## src/core/ndatb_pkg.sv

```systemverilog
// Notes on behaviour
// RQ1 - verify reply: code 0x09, card id, two flags
// RQ2 - attribute block sits at user block zero
// RQ3 - message file spans blocks one to fifty-nine
// RQ4 - configurer programs system code 0x12fc
// RQ5 - byte zero holds mapping version
// RQ6 - byte one: max read blocks 0x0f
// RQ7 - byte two: max write blocks 0x0b
// RQ8 - bytes three-four: max data blocks
// RQ9 - bytes five to eight are zero
// RQ10 - write progress flag brackets message writes
// RQ11 - access byte: 0x00 read-only, 0x01 writable
// RQ12 - bytes eleven-thirteen hold message length
// RQ13 - checksum sums bytes zero to thirteen
// RQ14 - empty message is d0 00 00
// RQ15 - big-endian fields, checksum wraps sixteen bits
package ndatb_pkg;
  localparam logic [7:0] NDATB_VERIFY_RESP_CODE = 8'h09;
  localparam int NDATB_RESP_BYTES = 11;
  localparam logic [9:0] NDATB_ATTR_BLOCK = 10'h000;
  localparam logic [9:0] NDATB_FILE_FIRST = 10'h001;
  localparam logic [9:0] NDATB_FILE_LAST = 10'h03b;
  localparam logic [15:0] NDATB_FILE_BASE_ADDR = 16'h0010;
  localparam logic [15:0] NDATB_SYSTEM_CODE = 16'h12fc;
  localparam logic [7:0] NDATB_MAX_READ = 8'h0f;
  localparam logic [7:0] NDATB_MAX_WRITE = 8'h0b;
  localparam logic [7:0] NDATB_WRITE_BUSY = 8'h0f;
  localparam logic [7:0] NDATB_WRITE_DONE = 8'h00;
  localparam logic [7:0] NDATB_ACCESS_RO = 8'h00;
  localparam logic [7:0] NDATB_ACCESS_RW = 8'h01;
  localparam logic [23:0] NDATB_EMPTY_MSG = 24'hd00000;
  localparam logic [23:0] NDATB_EMPTY_LEN = 24'h000003;
  localparam int NDATB_SUM_BYTES = 14;
  localparam int NDATB_OFS_VERSION = 0;
  localparam int NDATB_OFS_MAXREAD = 1;
  localparam int NDATB_OFS_MAXWRITE = 2;
  localparam int NDATB_OFS_MAXBLK = 3;
  localparam int NDATB_OFS_PAD = 5;
  localparam int NDATB_OFS_WFLAG = 9;
  localparam int NDATB_OFS_ACCESS = 10;
  localparam int NDATB_OFS_LEN = 11;
  localparam int NDATB_OFS_SUM = 14;

  typedef struct packed {
    logic [7:0] version;
    logic [7:0] max_read;
    logic [7:0] max_write;
    logic [15:0] max_blocks;
    logic [7:0] write_progress_flag;
    logic [7:0] access;
    logic [23:0] message_length_field;
    logic [15:0] checksum;
  } ndatb_attr_s;

  typedef enum logic [1:0] {
    NDATB_IDLE = 2'b00,
    NDATB_SEND = 2'b01
  } ndatb_state_e;
endpackage : ndatb_pkg

```

## src/core/ndatb_attr_block.sv

```systemverilog
`timescale 1ns/1ps
// decodes block 0 of user memory and classifies block accesses;
// also serialises the verify reply bytes.
module ndatb_attr_block (
  input wire logic core_clk,
  input wire logic rst,
  input wire logic [7:0] attr_wr_data,
  input wire logic [3:0] attr_wr_ofs,
  input wire logic attr_wr_en,
  input wire logic [15:0] tag_system_code,
  input wire logic [9:0] access_block,
  input wire logic access_is_write,
  input wire logic verify_start,
  input wire logic [63:0] card_id,
  input wire logic [7:0] status_flag1,
  input wire logic [7:0] status_flag2,
  output logic resp_valid,
  output logic [7:0] resp_byte,
  output logic resp_last,
  output ndatb_pkg::ndatb_attr_s attr_info_block,
  output logic ndef_enabled,
  output logic attr_valid,
  output logic write_in_progress,
  output logic attr_read_only,
  output logic access_attr,
  output logic access_file,
  output logic access_denied,
  output logic [15:0] access_byte_addr
);
  // byte store for block zero, indexed by offset within the block
  logic [7:0] mem_q [0:15];
  logic [7:0] mem_d [0:15];
  logic [15:0] wr_sel;
  logic wr_allowed;
  logic [15:0] sum;
  logic [15:0] stored_sum;
  logic sum_ok;
  logic read_limit_ok;
  logic write_limit_ok;
  logic pad_zero;
  logic block_is_attr;
  logic block_in_file;
  logic [87:0] resp_q;
  logic [87:0] resp_d;
  logic [3:0] cnt_q;
  logic [3:0] cnt_d;
  ndatb_pkg::ndatb_state_e st_q;
  ndatb_pkg::ndatb_state_e st_d;
  logic reply_load;
  logic reply_done;

  // access byte stays writable so a locked block can be reopened
  always_comb begin
    wr_allowed = attr_wr_en;
    if (attr_read_only && attr_wr_ofs != 4'(ndatb_pkg::NDATB_OFS_ACCESS)) begin
      wr_allowed = 1'b0; // RQ11
    end
  end

  genvar gi;
  generate
    for (gi = 0; gi < 16; gi++) begin : g_byte
      assign wr_sel[gi] = wr_allowed && (attr_wr_ofs == 4'(gi));
      always_comb begin
        mem_d[gi] = mem_q[gi];
        if (wr_sel[gi]) begin
          mem_d[gi] = attr_wr_data;
        end
      end
      always_ff @(posedge core_clk) begin
        if (rst) begin
          mem_q[gi] <= 8'h00;
        end else begin
          mem_q[gi] <= mem_d[gi];
        end
      end
    end
  endgenerate

  // sum wraps at sixteen bits; any carry out is dropped on purpose
  always_comb begin
    sum = 16'h0000;
    for (int i = 0; i < ndatb_pkg::NDATB_SUM_BYTES; i++) begin
      sum = 16'(sum + {8'h00, mem_q[i]}); // RQ13 RQ15
    end
  end

  // high byte of every field sits at the lower offset
  assign stored_sum = {mem_q[ndatb_pkg::NDATB_OFS_SUM],
                       mem_q[ndatb_pkg::NDATB_OFS_SUM + 1]}; // RQ15

  always_comb begin
    attr_info_block.version = mem_q[ndatb_pkg::NDATB_OFS_VERSION]; // RQ5
    attr_info_block.max_read = mem_q[ndatb_pkg::NDATB_OFS_MAXREAD]; // RQ6
    attr_info_block.max_write = mem_q[ndatb_pkg::NDATB_OFS_MAXWRITE]; // RQ7
    attr_info_block.max_blocks = {mem_q[ndatb_pkg::NDATB_OFS_MAXBLK],
                                  mem_q[ndatb_pkg::NDATB_OFS_MAXBLK + 1]}; // RQ8
    attr_info_block.write_progress_flag = mem_q[ndatb_pkg::NDATB_OFS_WFLAG]; // RQ10
    attr_info_block.access = mem_q[ndatb_pkg::NDATB_OFS_ACCESS]; // RQ11
    attr_info_block.message_length_field = {mem_q[ndatb_pkg::NDATB_OFS_LEN],
                                            mem_q[ndatb_pkg::NDATB_OFS_LEN + 1],
                                            mem_q[ndatb_pkg::NDATB_OFS_LEN + 2]}; // RQ12
    attr_info_block.checksum = stored_sum; // RQ13
  end

  // checks only; the configurer is trusted to fill the fields
  always_comb begin
    sum_ok = (sum == stored_sum); // RQ13
    read_limit_ok =
      (mem_q[ndatb_pkg::NDATB_OFS_MAXREAD] == ndatb_pkg::NDATB_MAX_READ); // RQ6
    write_limit_ok =
      (mem_q[ndatb_pkg::NDATB_OFS_MAXWRITE] == ndatb_pkg::NDATB_MAX_WRITE); // RQ7
    pad_zero = 1'b1;
    for (int k = ndatb_pkg::NDATB_OFS_PAD; k < ndatb_pkg::NDATB_OFS_WFLAG; k++) begin
      if (mem_q[k] != 8'h00) begin
        pad_zero = 1'b0; // RQ9
      end
    end
  end

  assign ndef_enabled = (tag_system_code == ndatb_pkg::NDATB_SYSTEM_CODE); // RQ4
  assign write_in_progress =
    (mem_q[ndatb_pkg::NDATB_OFS_WFLAG] == ndatb_pkg::NDATB_WRITE_BUSY); // RQ10
  assign attr_read_only =
    (mem_q[ndatb_pkg::NDATB_OFS_ACCESS] == ndatb_pkg::NDATB_ACCESS_RO); // RQ11
  assign attr_valid = sum_ok && ndef_enabled && read_limit_ok && write_limit_ok && pad_zero;

  // block decode is gated by the system code so a foreign layout never maps
  always_comb begin
    block_is_attr = (access_block == ndatb_pkg::NDATB_ATTR_BLOCK); // RQ2
    block_in_file = 1'b0;
    if (access_block >= ndatb_pkg::NDATB_FILE_FIRST) begin
      if (access_block <= ndatb_pkg::NDATB_FILE_LAST) begin
        block_in_file = 1'b1; // RQ3
      end
    end
  end

  assign access_attr = ndef_enabled && block_is_attr; // RQ2
  assign access_file = ndef_enabled && block_in_file; // RQ3
  assign access_denied = access_is_write && access_attr && attr_read_only; // RQ11
  // sixteen bytes a block, so the file's first block starts at its base address
  assign access_byte_addr = {2'b00, access_block, 4'h0}; // RQ3

  assign reply_load = (st_q == ndatb_pkg::NDATB_IDLE) && verify_start;
  assign reply_done = (cnt_q == 4'(ndatb_pkg::NDATB_RESP_BYTES - 1));

  // a start pulse during a reply is dropped, not queued
  always_comb begin
    st_d = st_q;
    unique case (st_q)
      ndatb_pkg::NDATB_IDLE: begin
        if (verify_start) begin
          st_d = ndatb_pkg::NDATB_SEND;
        end
      end
      ndatb_pkg::NDATB_SEND: begin
        if (reply_done) begin
          st_d = ndatb_pkg::NDATB_IDLE;
        end
      end
      default: begin
        st_d = ndatb_pkg::NDATB_IDLE;
      end
    endcase
  end

  always_ff @(posedge core_clk) begin
    if (rst) begin
      st_q <= ndatb_pkg::NDATB_IDLE;
    end else begin
      st_q <= st_d;
    end
  end

  // shifter empties itself, so the byte port reads zero between replies
  always_comb begin
    resp_d = resp_q;
    if (reply_load) begin
      resp_d = {ndatb_pkg::NDATB_VERIFY_RESP_CODE, card_id, status_flag1, status_flag2}; // RQ1
    end else if (st_q == ndatb_pkg::NDATB_SEND) begin
      resp_d = {resp_q[79:0], 8'h00}; // RQ1
    end
  end

  always_ff @(posedge core_clk) begin
    if (rst) begin
      resp_q <= 88'h0;
    end else begin
      resp_q <= resp_d;
    end
  end

  always_comb begin
    cnt_d = cnt_q;
    if (reply_load) begin
      cnt_d = 4'h0;
    end else if (st_q == ndatb_pkg::NDATB_SEND) begin
      cnt_d = 4'(cnt_q + 4'h1);
    end
  end

  always_ff @(posedge core_clk) begin
    if (rst) begin
      cnt_q <= 4'h0;
    end else begin
      cnt_q <= cnt_d;
    end
  end

  assign resp_valid = (st_q == ndatb_pkg::NDATB_SEND);
  assign resp_byte = resp_q[87:80]; // RQ1
  assign resp_last = resp_valid && reply_done; // RQ1
endmodule : ndatb_attr_block

```

## config.mk

```make
export PLATFORM = sky130hd
export DESIGN_NAME = ndatb_attr_block
export DESIGN_NICKNAME = d
export VERILOG_FILES = /design/src/core/ndatb_pkg.sv /design/src/core/ndatb_attr_block.sv
export SDC_FILE = /design/constraint.sdc
export NUM_CORES = 1
export LEC_CHECK = 0
export BUFFER_PORTS_ARGS = -buffer_cell sky130_fd_sc_hd__buf_2
export CORE_MARGIN = 2
export CORE_UTILIZATION = 60
export CTS_BUF_LIST = sky130_fd_sc_hd__clkbuf_4 sky130_fd_sc_hd__clkbuf_8
export CTS_CLUSTER_SIZE = 24
export DETAILED_ROUTE_END_ITERATION = 10
export MAX_ROUTING_LAYER = met4
export PLACE_DENSITY = 0.92
export SLEW_MARGIN = 20
export SYNTH_ARGS = -nofsm -noshare
export SYNTH_HDL_FRONTEND = slang
export SYNTH_SLANG_ARGS = --single-unit
```

## constraint.sdc

```tcl
create_clock -name core_clk -period 9.5 [get_ports core_clk]
set_input_delay 1.9 -clock core_clk [delete_from_list [all_inputs] [get_ports core_clk]]
set_output_delay 1.9 -clock core_clk [all_outputs]
set_load 0.03 [all_outputs]
```

# Word-level counts from Yosys, hierarchy flattened
# Memory sizes are Yosys's and may differ from the RTL's.
# Index checks and enable logic that the tools add are counted.
# op_classes
n_reduce_logical	38
add_sub_neg	14
n_bitwise	16
order_cmp	2
eq_ne	25
muxes	47
# op_table
op	count
2-to-1 mux 8 bit	32
2-to-1 mux 84 bit	2
adder 16 x 8 -> 16 bit	5
== test 4 bit (second input constant)	9
nonzero test 8 bit	4
logical AND 1 bit	27
== test 8 x 4 -> 1 bit (second input constant)	3
adder 15 x 8 -> 16 bit	1
== test 16 x 13 -> 1 bit (second input constant)	1
== test 16 bit	1
== test 4 x 3 -> 1 bit (second input constant)	4
OR 1 bit	16
adder 14 x 8 -> 15 bit	1
adder 13 x 8 -> 14 bit	1
adder 12 x 8 -> 13 bit	1
adder 11 x 8 -> 12 bit	1
adder 10 x 8 -> 11 bit	1
adder 9 x 8 -> 10 bit	1
greater-or-equal comparator 10 x 1 -> 1 bit (second input constant)	1
less-or-equal comparator 10 x 6 -> 1 bit (second input constant)	1
zero test 10 bit	1
2-to-1 mux 1 bit	10
adder 8 x 8 -> 9 bit	1
== test 4 x 2 -> 1 bit (second input constant)	2
other kinds (14)	15
# word_totals
ramBits	128
n_memories	1
ff_bits	94
input_bits	123
# memory_table
memory	depth	word_bits	read_ports	rd_ports_with_merged_regs	write_ports	line	rtl
mem_q	16	8	16	0	16	ndatb_attr_block.sv:31	logic [7:0] mem_q [0:15];

# Depth between registers and ports, before layout
# Gate-level depths: netlist of run 1.
# An unclocked memory read counts as a cell.
# logic_depth
word_depth	19
depth_mapped	19
depth_no_buf	19

# Worst setup path after synthesis of run 1
# OpenSTA, ideal clock, no wires.
# synth_path
path_type	register to output
startpoint	mem mem_q[4][4]
endpoint	out attr_valid
t_required_ps	7600
path_buffers	0
path_slack_ps	2123
arrival_time_ps	5477
stages_incl_launch_ff	16
path_cell_list	dfxtp_1 -> inv_1 -> fa_1 -> fa_1 -> fa_1 -> fa_1 -> fa_1 -> inv_1 -> fa_1 -> ha_1 -> a21o_1 -> a2111oi_0 -> a21oi_1 -> xnor2_1 -> nor4_1 -> and4_1
# synth_lines
element	line	rtl
start: declaration	ndatb_attr_block.sv:31	
end: declaration	ndatb_attr_block.sv:22	output logic attr_valid,

==> key figures, run 1 <==
Critical path
  • Critical Path Source Type: register
  • Worst EP arrival: 6.43 ns
  • Crit-path max FO: 6
  • WS Path Type: reg2out
  • CP endpoint kind: output pin
  • Worst EP required: 7.60 ns

Pwr
  • Cell Pwr Density: 152.1 nW/µm²
  • P_leak: 6.357 nW
  • Peak supply drop: 0.1542 mV
  • Total power: 2.144 mW

Detailed routing
  • Post-Route WL: 33,600 µm
  • Vias/cell: 5.677
  • DRT iter0 DRCs: 780
  • Final ANT Viol Nets: 0
  • Wire per inst: 18.57 µm
  • DR pass1 iterations: 6
  • Residual DRC: 0
  • Via count: 10,280

Finish
  • Most frequent cells in the layout: 260 x nor2_1, 243 x buf_2, 220 x dfxtp_1
  • Area growth from synthesis to layout: 16.26%
  • Share of post-route cells with drive strength above 1: 0.2158
  • Cell area after layout: 14,100 µm²
  • Fill count: 1,393
  • Commonest non-fill, non-tap cell in the layout: nor2_1
  • Final net count: 1,753

Timing
  • Hold Vio Cnt, Final: 0
  • Crit path time final: 8.326 ns
  • F_max: 120.1 MHz
  • RSZ-0062 raised after global routing: false
  • Max Slew Vio Count: 0
  • Relative slew slack: 0.3006
  • Final Setup Violations: 0
  • Final Cycle Share: 0.8765
  • Sum Neg Setup Slack: 0 ns
  • Worst-Margin Slew: 1.049 ns
  • Final Skew: 0.02800 ns

Clock tree
  • # clock sinks: 221
  • Clk slew on worst S/H paths: 0.06 ns
  • Setup bufs post-CTS: 0
  • H-tree levels: 2
  • Cts hold-fix bufs: 0
  • Clock Tree Buf Depth: 3
  • CTS tree: done
  • PostCTS Resize Cnt: 0
  • Clock root buffer: clkbuf_8
  • Total CTS buffers: 39
  • Worst-Skew Late Latency: 0.54 ns

Synthesis
  • Register bit total from synthesis: 221
  • Number of flops mapped to enable cells by yosys: 0
  • Main synth FF type: dfxtp_1
  • Ys async rst share: 0
  • Post-synthesis cell area: 12,120 µm²
  • Avg Cell Area, Syn: 9.192 µm²
  • Post-synthesis sequential area ratio: 0.3649
  • Gate Count Post-Synth: 1,319
  • Syn. warnings: 0
  • Synth unique cells: 56

Place
  • IO buf count: 245
  • Area after DPL: 13,210 µm²
  • DP Wirelength: 23,150 µm
  • Placer Congestion: 0.9214

Flow run
  • Total of max-cap violations: 0

Die
  • Site Rows: 51
  • DIE WIDTH: 146.2 µm
  • Die H: 146.2 µm
  • Io pins: 252
  • Die ar.: 21,360 µm²
  • Core area: 19,650 µm²
  • Initial Util: 0.6169

GRT
  • Largest net degree at the start of global routing: 140
  • Total global routing overflow: 0
  • Overall global routing resource usage: 0.3182
  • Vias in the first global route: 10,600
  • Global-route wire length before repair: 52,840 µm
  • Initial antenna violation count: 2

Hold path
  • Hold Crit Class: reg2reg

Status
  • Outcome: finished, final reports clean
==> stage by stage <==
step,setup slack [ns],hold WS (ns),std cells,utilization
2_1_floorplan,2.123,0.4537,1324,-
3_3_place_gp,1.920,0.4652,1738,0.6720
3_5_place_dp,1.844,0.4763,1738,0.6720
4_1_cts,1.263,0.4838,1808,0.7168
5_1_grt,0.9180,0.5042,1810,0.7172
6_report,1.174,0.4856,1810,0.7172
==> layout make-up <==
class,instances,area [µm²],area share
inverters,105,394.1,0.02796
well taps,265,331.6,0.02352
multi-input cells,897,6780,0.4810
repair buffers,250,1276,0.09054
clock buffers,67,834.6,0.05920
clock inverters,3,46.29,0.003284
flip-flops and latches,221,4428,0.3141
diodes,2,5.005,0.0003551
==> worst paths after layout <==
path / slack (ns) / cells after the start / to / startpoint
max: 1.17 / 16 / attr_valid / mem_q[9][4]
max reg2reg: 6.53 / 6 / mem_q[4][2] / mem_q[10][7]
min: 0.49 / 2 / mem_q[0][1] / mem_q[0][1]
min reg2reg: 0.49 / 2 / mem_q[0][1] / mem_q[0][1]
==> worst max-delay path: stages, from the launching register on <==
cell	delay, ns
dfxtp_1	0.36
fa_1	0.55
inv_1	0.06
fa_1	0.49
fa_1	0.54
fa_1	0.54
fa_1	0.59
inv_1	0.07
fa_1	0.45
ha_1	0.39
a21o_1	0.20
a2111oi_0	0.70
a21oi_1	0.18
xnor2_1	0.15
nor4_1	0.20
and4_1	0.22
buf_2	0.20
==> per-layer routing <==
layer | vias up | global-route usage | routed length, µm
li1 | 4702 | - | -
met1 | 4865 | 0.3543 | 12100
met2 | 571 | 0.5267 | 16240
met3 | 138 | 0.09469 | 3756
met4 | 0 | 0.1505 | 1506
met5 | - | - | 0
==> power breakdown <==
| group | switching [mW] | internal (mW) |
|---|---|---|
| clock | 0.400 | 0.578 |
| combinational | 0.123 | 0.0720 |
| sequential | 0.0194 | 0.952 |
==> flip-flops by register name, summed over array words and instances (netlist names) <==
name	cells
cnt_q	4
mem_q	128
resp_q	88
st_q	1
==> synth_stat cells, types with 2 or more instances <==
cell type	instances	area, µm²
o2111ai_1	4	35.03
o21a_1	2	15.01
buf_6	2	22.52
mux2i_1	167	1672
buf_1	9	33.78
nor2_1	260	975.9
nand2b_1	6	37.54
nor3_2	3	30.03
dfxtp_1	221	4424
nor2b_1	2	12.51
buf_2	11	55.05
o21ai_0	44	220.2
buf_4	24	180.2
fa_1	91	1822
nor4b_1	4	35.03
ha_1	25	312.8
nand3_1	11	55.05
clkbuf_1	46	172.7
nand2_1	59	221.5
or4_4	2	22.52
xor2_1	6	52.55
a21o_1	4	30.03
nor4_1	15	93.84
xnor2_1	14	122.6
o21bai_1	2	15.01
nand4_1	5	31.28
nand4b_1	3	26.28
inv_1	105	394.1
a21oi_1	126	630.6
and3_1	6	37.54
clkbuf_4	8	60.06
nor3_1	8	40.04
==> kinds of logic (layout without fill, tap and decap cells) <==
logic type,after synthesis,count (layout),synth area share
simple gates,397,397,0.1440
flops,221,221,0.3649
buf+inv,206,425,0.07740
compound gates,191,191,0.08504
mux,167,167,0.1379
fa+ha+maj,116,116,0.1761
xor+xnor,20,20,0.01445
other cells,1,8,0.0003093
Note: power is estimated with default switching activity, not from simulation.
==> run 2: changes to the inputs <==
CORE_UTILIZATION = 35   (was 60)
PLACE_DENSITY = 0.61   (was 0.92)
==> key figures, run 2 (same netlist as run 1, synthesis figures left out) <==
Finish
  • Commonest non-fill, non-tap cell in the layout: nor2_1
  • Final net count: 1,756 (+0.17%)
  • Area growth from synthesis to layout: 17.94%
  • Share of post-route cells with drive strength above 1: 0.2143 (-0.001528)
  • Fill count: 3,430 (+150%)
  • Largest Register: mem_q
  • Cell area after layout: 14,300 µm² (+1.4%)
  • Max FFs per register: 128 (unchanged)
  • Final Instance Count excl. Fillers: 2,009 (+11%)
  • Top flop regs: mem_q: 128 flops, resp_q: 88 flops, cnt_q: 4 flops
  • Most frequent cells in the layout: 260 x nor2_1, 243 x buf_2, 220 x dfxtp_1

Pwr
  • Peak supply drop: 0.1359 mV (-12%)
  • Sw Ratio: 0.2549 (+0.002138)
  • Switch Pwr: 0.5340 mW (-1.5%)
  • Sequential share of power: 0.466 (+0.013)
  • Cell Pwr Density: 146.5 nW/µm² (-3.7%)
  • Clock power share: 0.445 (-0.011)
  • Comb pwr share: 0.089 (-0.002)
  • Pint: 1.561 mW (-2.6%)
  • P_leak: 6.331 nW (-0.41%)

Place
  • Placed cells: 1,930 (+11%)
  • Placer Congestion: 0.8771 (-4.8%)
  • Worst slack, placed: 1.848 ns (+0.004200 ns)
  • DP Wirelength: 25,440 µm (+9.9%)
  • IO buf count: 245 (unchanged)
  • Area after DPL: 13,460 µm² (+1.9%)

Detailed routing
  • Vias/cell: 4.843 (-15%)
  • DR pass1 iterations: 6 (unchanged)
  • Residual DRC: 0 (unchanged)
  • Post-Route WL: 34,720 µm (+3.3%)
  • Final ANT Viol Nets: 0 (unchanged)
  • Via count: 9,729 (-5.3%)
  • Wire per inst: 17.28 µm (-6.9%)
  • DRT iter0 DRCs: 638 (-18%)

Timing
  • Worst-Margin Slew: 1.051 ns (+0.002426 ns)
  • Post-route setup slack: 1.328 ns (+0.1542 ns)
  • Final Cycle Share: 0.8602 (-0.01623)
  • Hold Vio Cnt, Final: 0 (unchanged)
  • F_max: 122.4 MHz (+1.9%)
  • Sum Neg Setup Slack: 0 ns (unchanged)
  • Max Slew Vio Count: 0 (unchanged)
  • Final Skew: 0.01485 ns (-0.01315 ns)
  • Hold_ws: 0.4844 ns (-0.001244 ns)
  • Final Setup Violations: 0 (unchanged)
  • Crit path time final: 8.172 ns (-0.1542 ns)
  • Relative slew slack: 0.2952 (-0.005436)
  • RSZ-0062 raised after global routing: false

Clock tree
  • Clock Tree Buf Depth: 3 (unchanged)
  • # clock sinks: 221 (unchanged)
  • H-tree levels: 2 (unchanged)
  • Clock root buffer: clkbuf_8
  • Worst-Skew Late Latency: 0.54 ns (about the same)
  • Total CTS buffers: 40 (+2.6%)
  • CTS tree: done
  • Setup bufs post-CTS: 0 (unchanged)
  • PostCTS Resize Cnt: 0 (unchanged)
  • Clk slew on worst S/H paths: 0.06 ns (about the same)
  • Cts hold-fix bufs: 0 (unchanged)

Die
  • Core area: 34,290 µm² (+74%)
  • Die ar.: 36,150 µm² (+69%)
  • Die H: 190.1 µm (+30%)
  • Initial Util: 0.3536 (-0.2633)
  • DIE WIDTH: 190.1 µm (+30%)
  • Site Rows: 68 (+33%)
  • Io pins: 252 (unchanged)

GRT
  • M2 GR Usage: 0.3192 (-0.2074)
  • Global-route wire length before repair: 54,370 µm (+2.9%)
  • M3 GR Usage: 0.06954 (-0.02514)
  • Met1 track demand over resource: 0.2350 (-0.1193)
  • Initial antenna violation count: 13 (+11)
  • Busiest grt layer: met2
  • Total global routing overflow: 0 (unchanged)
  • Vias in the first global route: 9,800 (-7.5%)
  • Overall global routing resource usage: 0.1988 (-0.1195)
  • Largest net degree at the start of global routing: 89 (-36%)

Critical path
  • Worst EP required: 7.60 ns (about the same)
  • WS Path Type: reg2out
  • Worst EP arrival: 6.27 ns (-0.16 ns)
  • Critical Path Source Type: register
  • Crit-path max FO: 6 (unchanged)
  • CP endpoint kind: output pin

Status
  • Outcome: finished, final reports clean

Hold path
  • Hold Crit Class: reg2reg

Flow run
  • Total of max-cap violations: 0 (unchanged)
[run 2: cell types whose count changed in the layout (fill, tap and decap cells not counted)]
cell        previous run  this run
diode_2                2        14
clkbuf_8              53        47
buf_4                  5         8
clkbuf_4              14        17
buf_6                  2         1
clkinvlp_4             1         0
inv_6                  1         0
[run 2: worst paths after layout]
kind | startpoint | end | slack [ns] | cells after the start
setup reg to reg | mem_q[10][7] | mem_q[12][4] | 6.83 | 6
hold / removal | mem_q[0][2] | mem_q[0][2] | 0.48 | 2
setup / recovery | mem_q[12][4] | attr_valid | 1.33 | 16
hold reg to reg | mem_q[0][2] | mem_q[0][2] | 0.48 | 2
[run 2: power groups by stage]
stage	Clock (mW)	Sequential [mW]	Combinational, mW
6_report	0.932	0.975	0.187
4_1_cts	0.960	0.976	0.188
3_5_place_dp	0	0.996	0.188
2_1_floorplan	0	0.986	0.139
3_3_place_gp	0	0.995	0.184
5_1_grt	0.995	0.979	0.209
[run 2: per-layer routing]
| metal | up-vias | routed length (µm) | part of all wire |
|---|---|---|---|
| met5 | - | 0 | 0 |
| met4 | 0 | 840 | 0.024 |
| met3 | 64 | 3322 | 0.096 |
| met2 | 339 | 16430 | 0.47 |
| met1 | 4597 | 14130 | 0.41 |
| li1 | 4729 | - | - |
[run 2: cell type report]
cell class | instances | area (µm²) | area share
Sequential cell | 221 | 4428 | 0.3097
Clock inverter | 1 | 30.03 | 0.002100
Tap cell | 455 | 569.3 | 0.03981
Inverter | 105 | 394.1 | 0.02756
Clock buffer | 64 | 774.5 | 0.05417
Timing Repair Buffer | 252 | 1287 | 0.09004
Antenna cell | 14 | 35.03 | 0.002450
Multi-Input combinational cell | 897 | 6780 | 0.4742
[run 2: critical path, cell delays in order, from the launching register on]
cell	delay, ns
dfxtp_1	0.34
fa_1	0.54
inv_1	0.06
fa_1	0.55
fa_1	0.47
fa_1	0.52
fa_1	0.57
inv_1	0.06
fa_1	0.45
ha_1	0.38
a21o_1	0.19
a2111oi_0	0.65
a21oi_1	0.18
xnor2_1	0.15
nor4_1	0.21
and4_1	0.21
buf_2	0.20
[run 2: per-stage QoR]
stage | utilization | power, mW
after global placement | 0.3925 | 1.179
after detailed placement | 0.3925 | 1.183
after floorplan | - | 1.125
after global routing | 0.4169 | 2.182
final | 0.4170 | 2.095
after CTS | 0.4160 | 2.124
==> run 3: changes to the inputs <==
ABC_AREA = 1   (was not set)
CORE_UTILIZATION = 45   (was 35)
PLACE_DENSITY = 0.73   (was 0.61)
==> key figures, run 3 <==
Place
  • IO buf count: 245 (unchanged)
  • Placed cells: 2,190 (+13%)
  • Placer Congestion: 0.9570 (+9.1%)
  • Worst slack, placed: 2.523 ns (+0.6744 ns)
  • DP Wirelength: 26,550 µm (+4.3%)
  • Area after DPL: 13,650 µm² (+1.4%)

Clock tree
  • Worst-Skew Late Latency: 0.57 ns (+0.03 ns)
  • CTS tree: done
  • Clk slew on worst S/H paths: 0.05 ns (about the same)
  • Total CTS buffers: 40 (unchanged)
  • Setup bufs post-CTS: 0 (unchanged)
  • Clock root buffer: clkbuf_8
  • # clock sinks: 221 (unchanged)
  • PostCTS Resize Cnt: 0 (unchanged)
  • Cts hold-fix bufs: 0 (unchanged)
  • H-tree levels: 2 (unchanged)
  • Clock Tree Buf Depth: 3 (unchanged)

Synthesis
  • Synth unique cells: 33 (-41%)
  • Leading area contributor after synthesis: dfxtp_1
  • Syn. warnings: 0 (unchanged)
  • Number of flops mapped to enable cells by yosys: 0 (unchanged)
  • Synth cell count leaders: 513 x nand2_1, 234 x inv_1, 221 x dfxtp_1
  • Post-synthesis cell area: 12,430 µm² (+2.5%)
  • Main synth FF type: dfxtp_1
  • Avg Cell Area, Syn: 7.328 µm² (-20%)
  • Share of the synthesized area in the top cell type: 0.3560 (-0.008927)
  • Post-synthesis sequential area ratio: 0.3560 (-0.008927)
  • Ys async rst share: 0 (unchanged)
  • Area contributors post-synth: dfxtp_1 36%, nand2_1 15%, fa_1 15%, inv_1 7.1%, nand3_1 5.7%
  • Register bit total from synthesis: 221 (unchanged)
  • Most frequent cell after synthesis: nand2_1
  • Gate Count Post-Synth: 1,696 (+29%)

Timing
  • Relative slew slack: 0.3260 (+0.03084)
  • RSZ-0062 raised after global routing: false
  • Sum Neg Setup Slack: 0 ns (unchanged)
  • Max Slew Vio Count: 0 (unchanged)
  • Worst-Margin Slew: 1.011 ns (-0.04053 ns)
  • Post-route setup slack: 1.963 ns (+0.6351 ns)
  • Crit path time final: 7.537 ns (-0.6351 ns)
  • Hold Vio Cnt, Final: 0 (unchanged)
  • F_max: 132.7 MHz (+8.4%)
  • Hold_ws: 0.4496 ns (-0.03475 ns)
  • Final Setup Violations: 0 (unchanged)
  • Final Skew: 0.01638 ns (+0.001527 ns)
  • Final Cycle Share: 0.7934 (-0.06685)

Finish
  • Largest Register: mem_q
  • Top flop regs: mem_q: 128 flops, resp_q: 88 flops, cnt_q: 4 flops
  • Core Util, Final: 0.5348 (+0.1178)
  • Share of post-route cells with drive strength above 1: 0.1789 (-0.03536)
  • Area growth from synthesis to layout: 16.29%
  • Max FFs per register: 128 (unchanged)
  • Commonest non-fill, non-tap cell in the layout: nand2_1
  • Most frequent cells in the layout: 513 x nand2_1, 245 x buf_2, 234 x inv_1
  • Final net count: 2,130 (+21%)
  • Cell area after layout: 14,450 µm² (+1.1%)
  • Final Instance Count excl. Fillers: 2,259 (+12%)

Critical path
  • Crit-path max FO: 4 (-2)
  • WS Path Type: reg2out
  • Crit path largest cell delay: 0.55 ns (-0.10 ns)
  • CP endpoint kind: output pin
  • Worst EP required: 7.60 ns (about the same)
  • Worst path cell trace: fa_1 -> inv_1 -> fa_1 -> fa_1 -> fa_1 -> fa_1 -> inv_1 -> fa_1 -> ha_1 -> a21oi_1 -> nor2_1 -> o21ai_0 -> nand3_1 -> nand2_1 -> nand2_1 -> inv_1 -> nand2_1 -> nor2_1 -> buf_2
  • Delay-heaviest family, CP: adder cells
  • CP max-delay cell: fa_1
  • Critical Path Source Type: register
  • Critical path's most frequent cell: fa_1
  • Worst path bufs/invs: 4 (+1)
  • Worst EP arrival: 5.64 ns (-0.63 ns)

Status
  • Outcome: finished, final reports clean

Pwr
  • Cell Pwr Density: 147.2 nW/µm² (+0.45%)
  • P_leak: 7.104 nW (+12%)
  • Peak supply drop: 0.09047 mV (-33%)
  • Total power: 2.127 mW (+1.5%)

Hold path
  • Hold Crit Class: reg2reg

Detailed routing
  • DRT iter0 DRCs: 1,078 (+69%)
  • Residual DRC: 0 (unchanged)
  • Post-Route WL: 37,310 µm (+7.5%)
  • Wire per inst: 16.52 µm (-4.4%)
  • DR pass1 iterations: 5 (-1)
  • Via count: 11,540 (+19%)
  • Vias/cell: 5.107 (+5.5%)
  • Final ANT Viol Nets: 0 (unchanged)

Flow run
  • Total of max-cap violations: 0 (unchanged)

GRT
  • Initial antenna violation count: 1 (-12)
  • Total global routing overflow: 0 (unchanged)
  • Global-route wire length before repair: 57,550 µm (+5.9%)
  • Largest net degree at the start of global routing: 84 (-5.6%)
  • Vias in the first global route: 10,990 (+12%)
  • Overall global routing resource usage: 0.2614 (+0.06264)

Die
  • Initial Util: 0.4599 (+0.1063)
  • Io pins: 252 (unchanged)
  • Site Rows: 60 (-12%)
  • Core area: 27,030 µm² (-21%)
  • Die H: 170.2 µm (-10%)
  • Die ar.: 28,960 µm² (-20%)
  • DIE WIDTH: 170.2 µm (-10%)
==> run 3: cell types whose count changed in the layout (fill, tap and decap cells not counted), sizes merged, moves of 14 or more <==
cell,before,now
inv,105,239
mux2i,167,0
nand3,12,147
nor4,16,2
nand4,5,35
nand2,59,517
nor2,261,128
==> run 3: worst min-delay path: cells and delay by family, from the launching register on <==
family             cells  cell delay (ns)
AOI/OAI and AO/OA      1             0.05
DFF                    1             0.30
and+or+nand+nor        1             0.05
==> run 3: metal layers <==
metal  track usage  part of all wire
met2        0.4084              0.46
met3       0.06302             0.087
met4       0.09476             0.033
met5             -                 0
met1        0.3309              0.42
==> run 3: worst paths after layout <==
check,slack (ns),depth (start not counted),start,to
worst min register to register,0.45,2,resp_q[77],resp_q[85]
worst max-delay path,1.96,19,mem_q[13][5],attr_valid
worst max register to register,6.91,10,mem_q[10][1],mem_q[14][5]
worst min-delay path,0.45,2,resp_q[77],resp_q[85]
==> run 3: logic make-up (layout without fill, tap and decap cells) <==
family / after synthesis / after routing / share of synthesized area
xor+xnor: 11 / 11 / 0.007752
buf+inv: 342 / 558 / 0.1126
simple gates: 836 / 836 / 0.2815
compound gates: 169 / 169 / 0.07017
other cells: 1 / 7 / 0.0003017
flops: 221 / 221 / 0.3560
fa+ha+maj: 116 / 116 / 0.1718
==> run 3: cell type report <==
class | instances | area (µm²)
fill | 2628 | 12570
multi-input combinational | 1138 | 6631
sequential | 221 | 4425
timing repair buffer | 251 | 1271
inverter | 239 | 898.4
clock buffer | 60 | 744.5
tap | 341 | 426.7
clock inverter | 8 | 52.55
antenna | 1 | 2.502
==> run 3: power breakdown <==
part / switching [mW] / internal (mW)
registers: 0.0163 / 0.954
clock network: 0.406 / 0.502
logic: 0.170 / 0.0782
total: 0.593 / 1.53
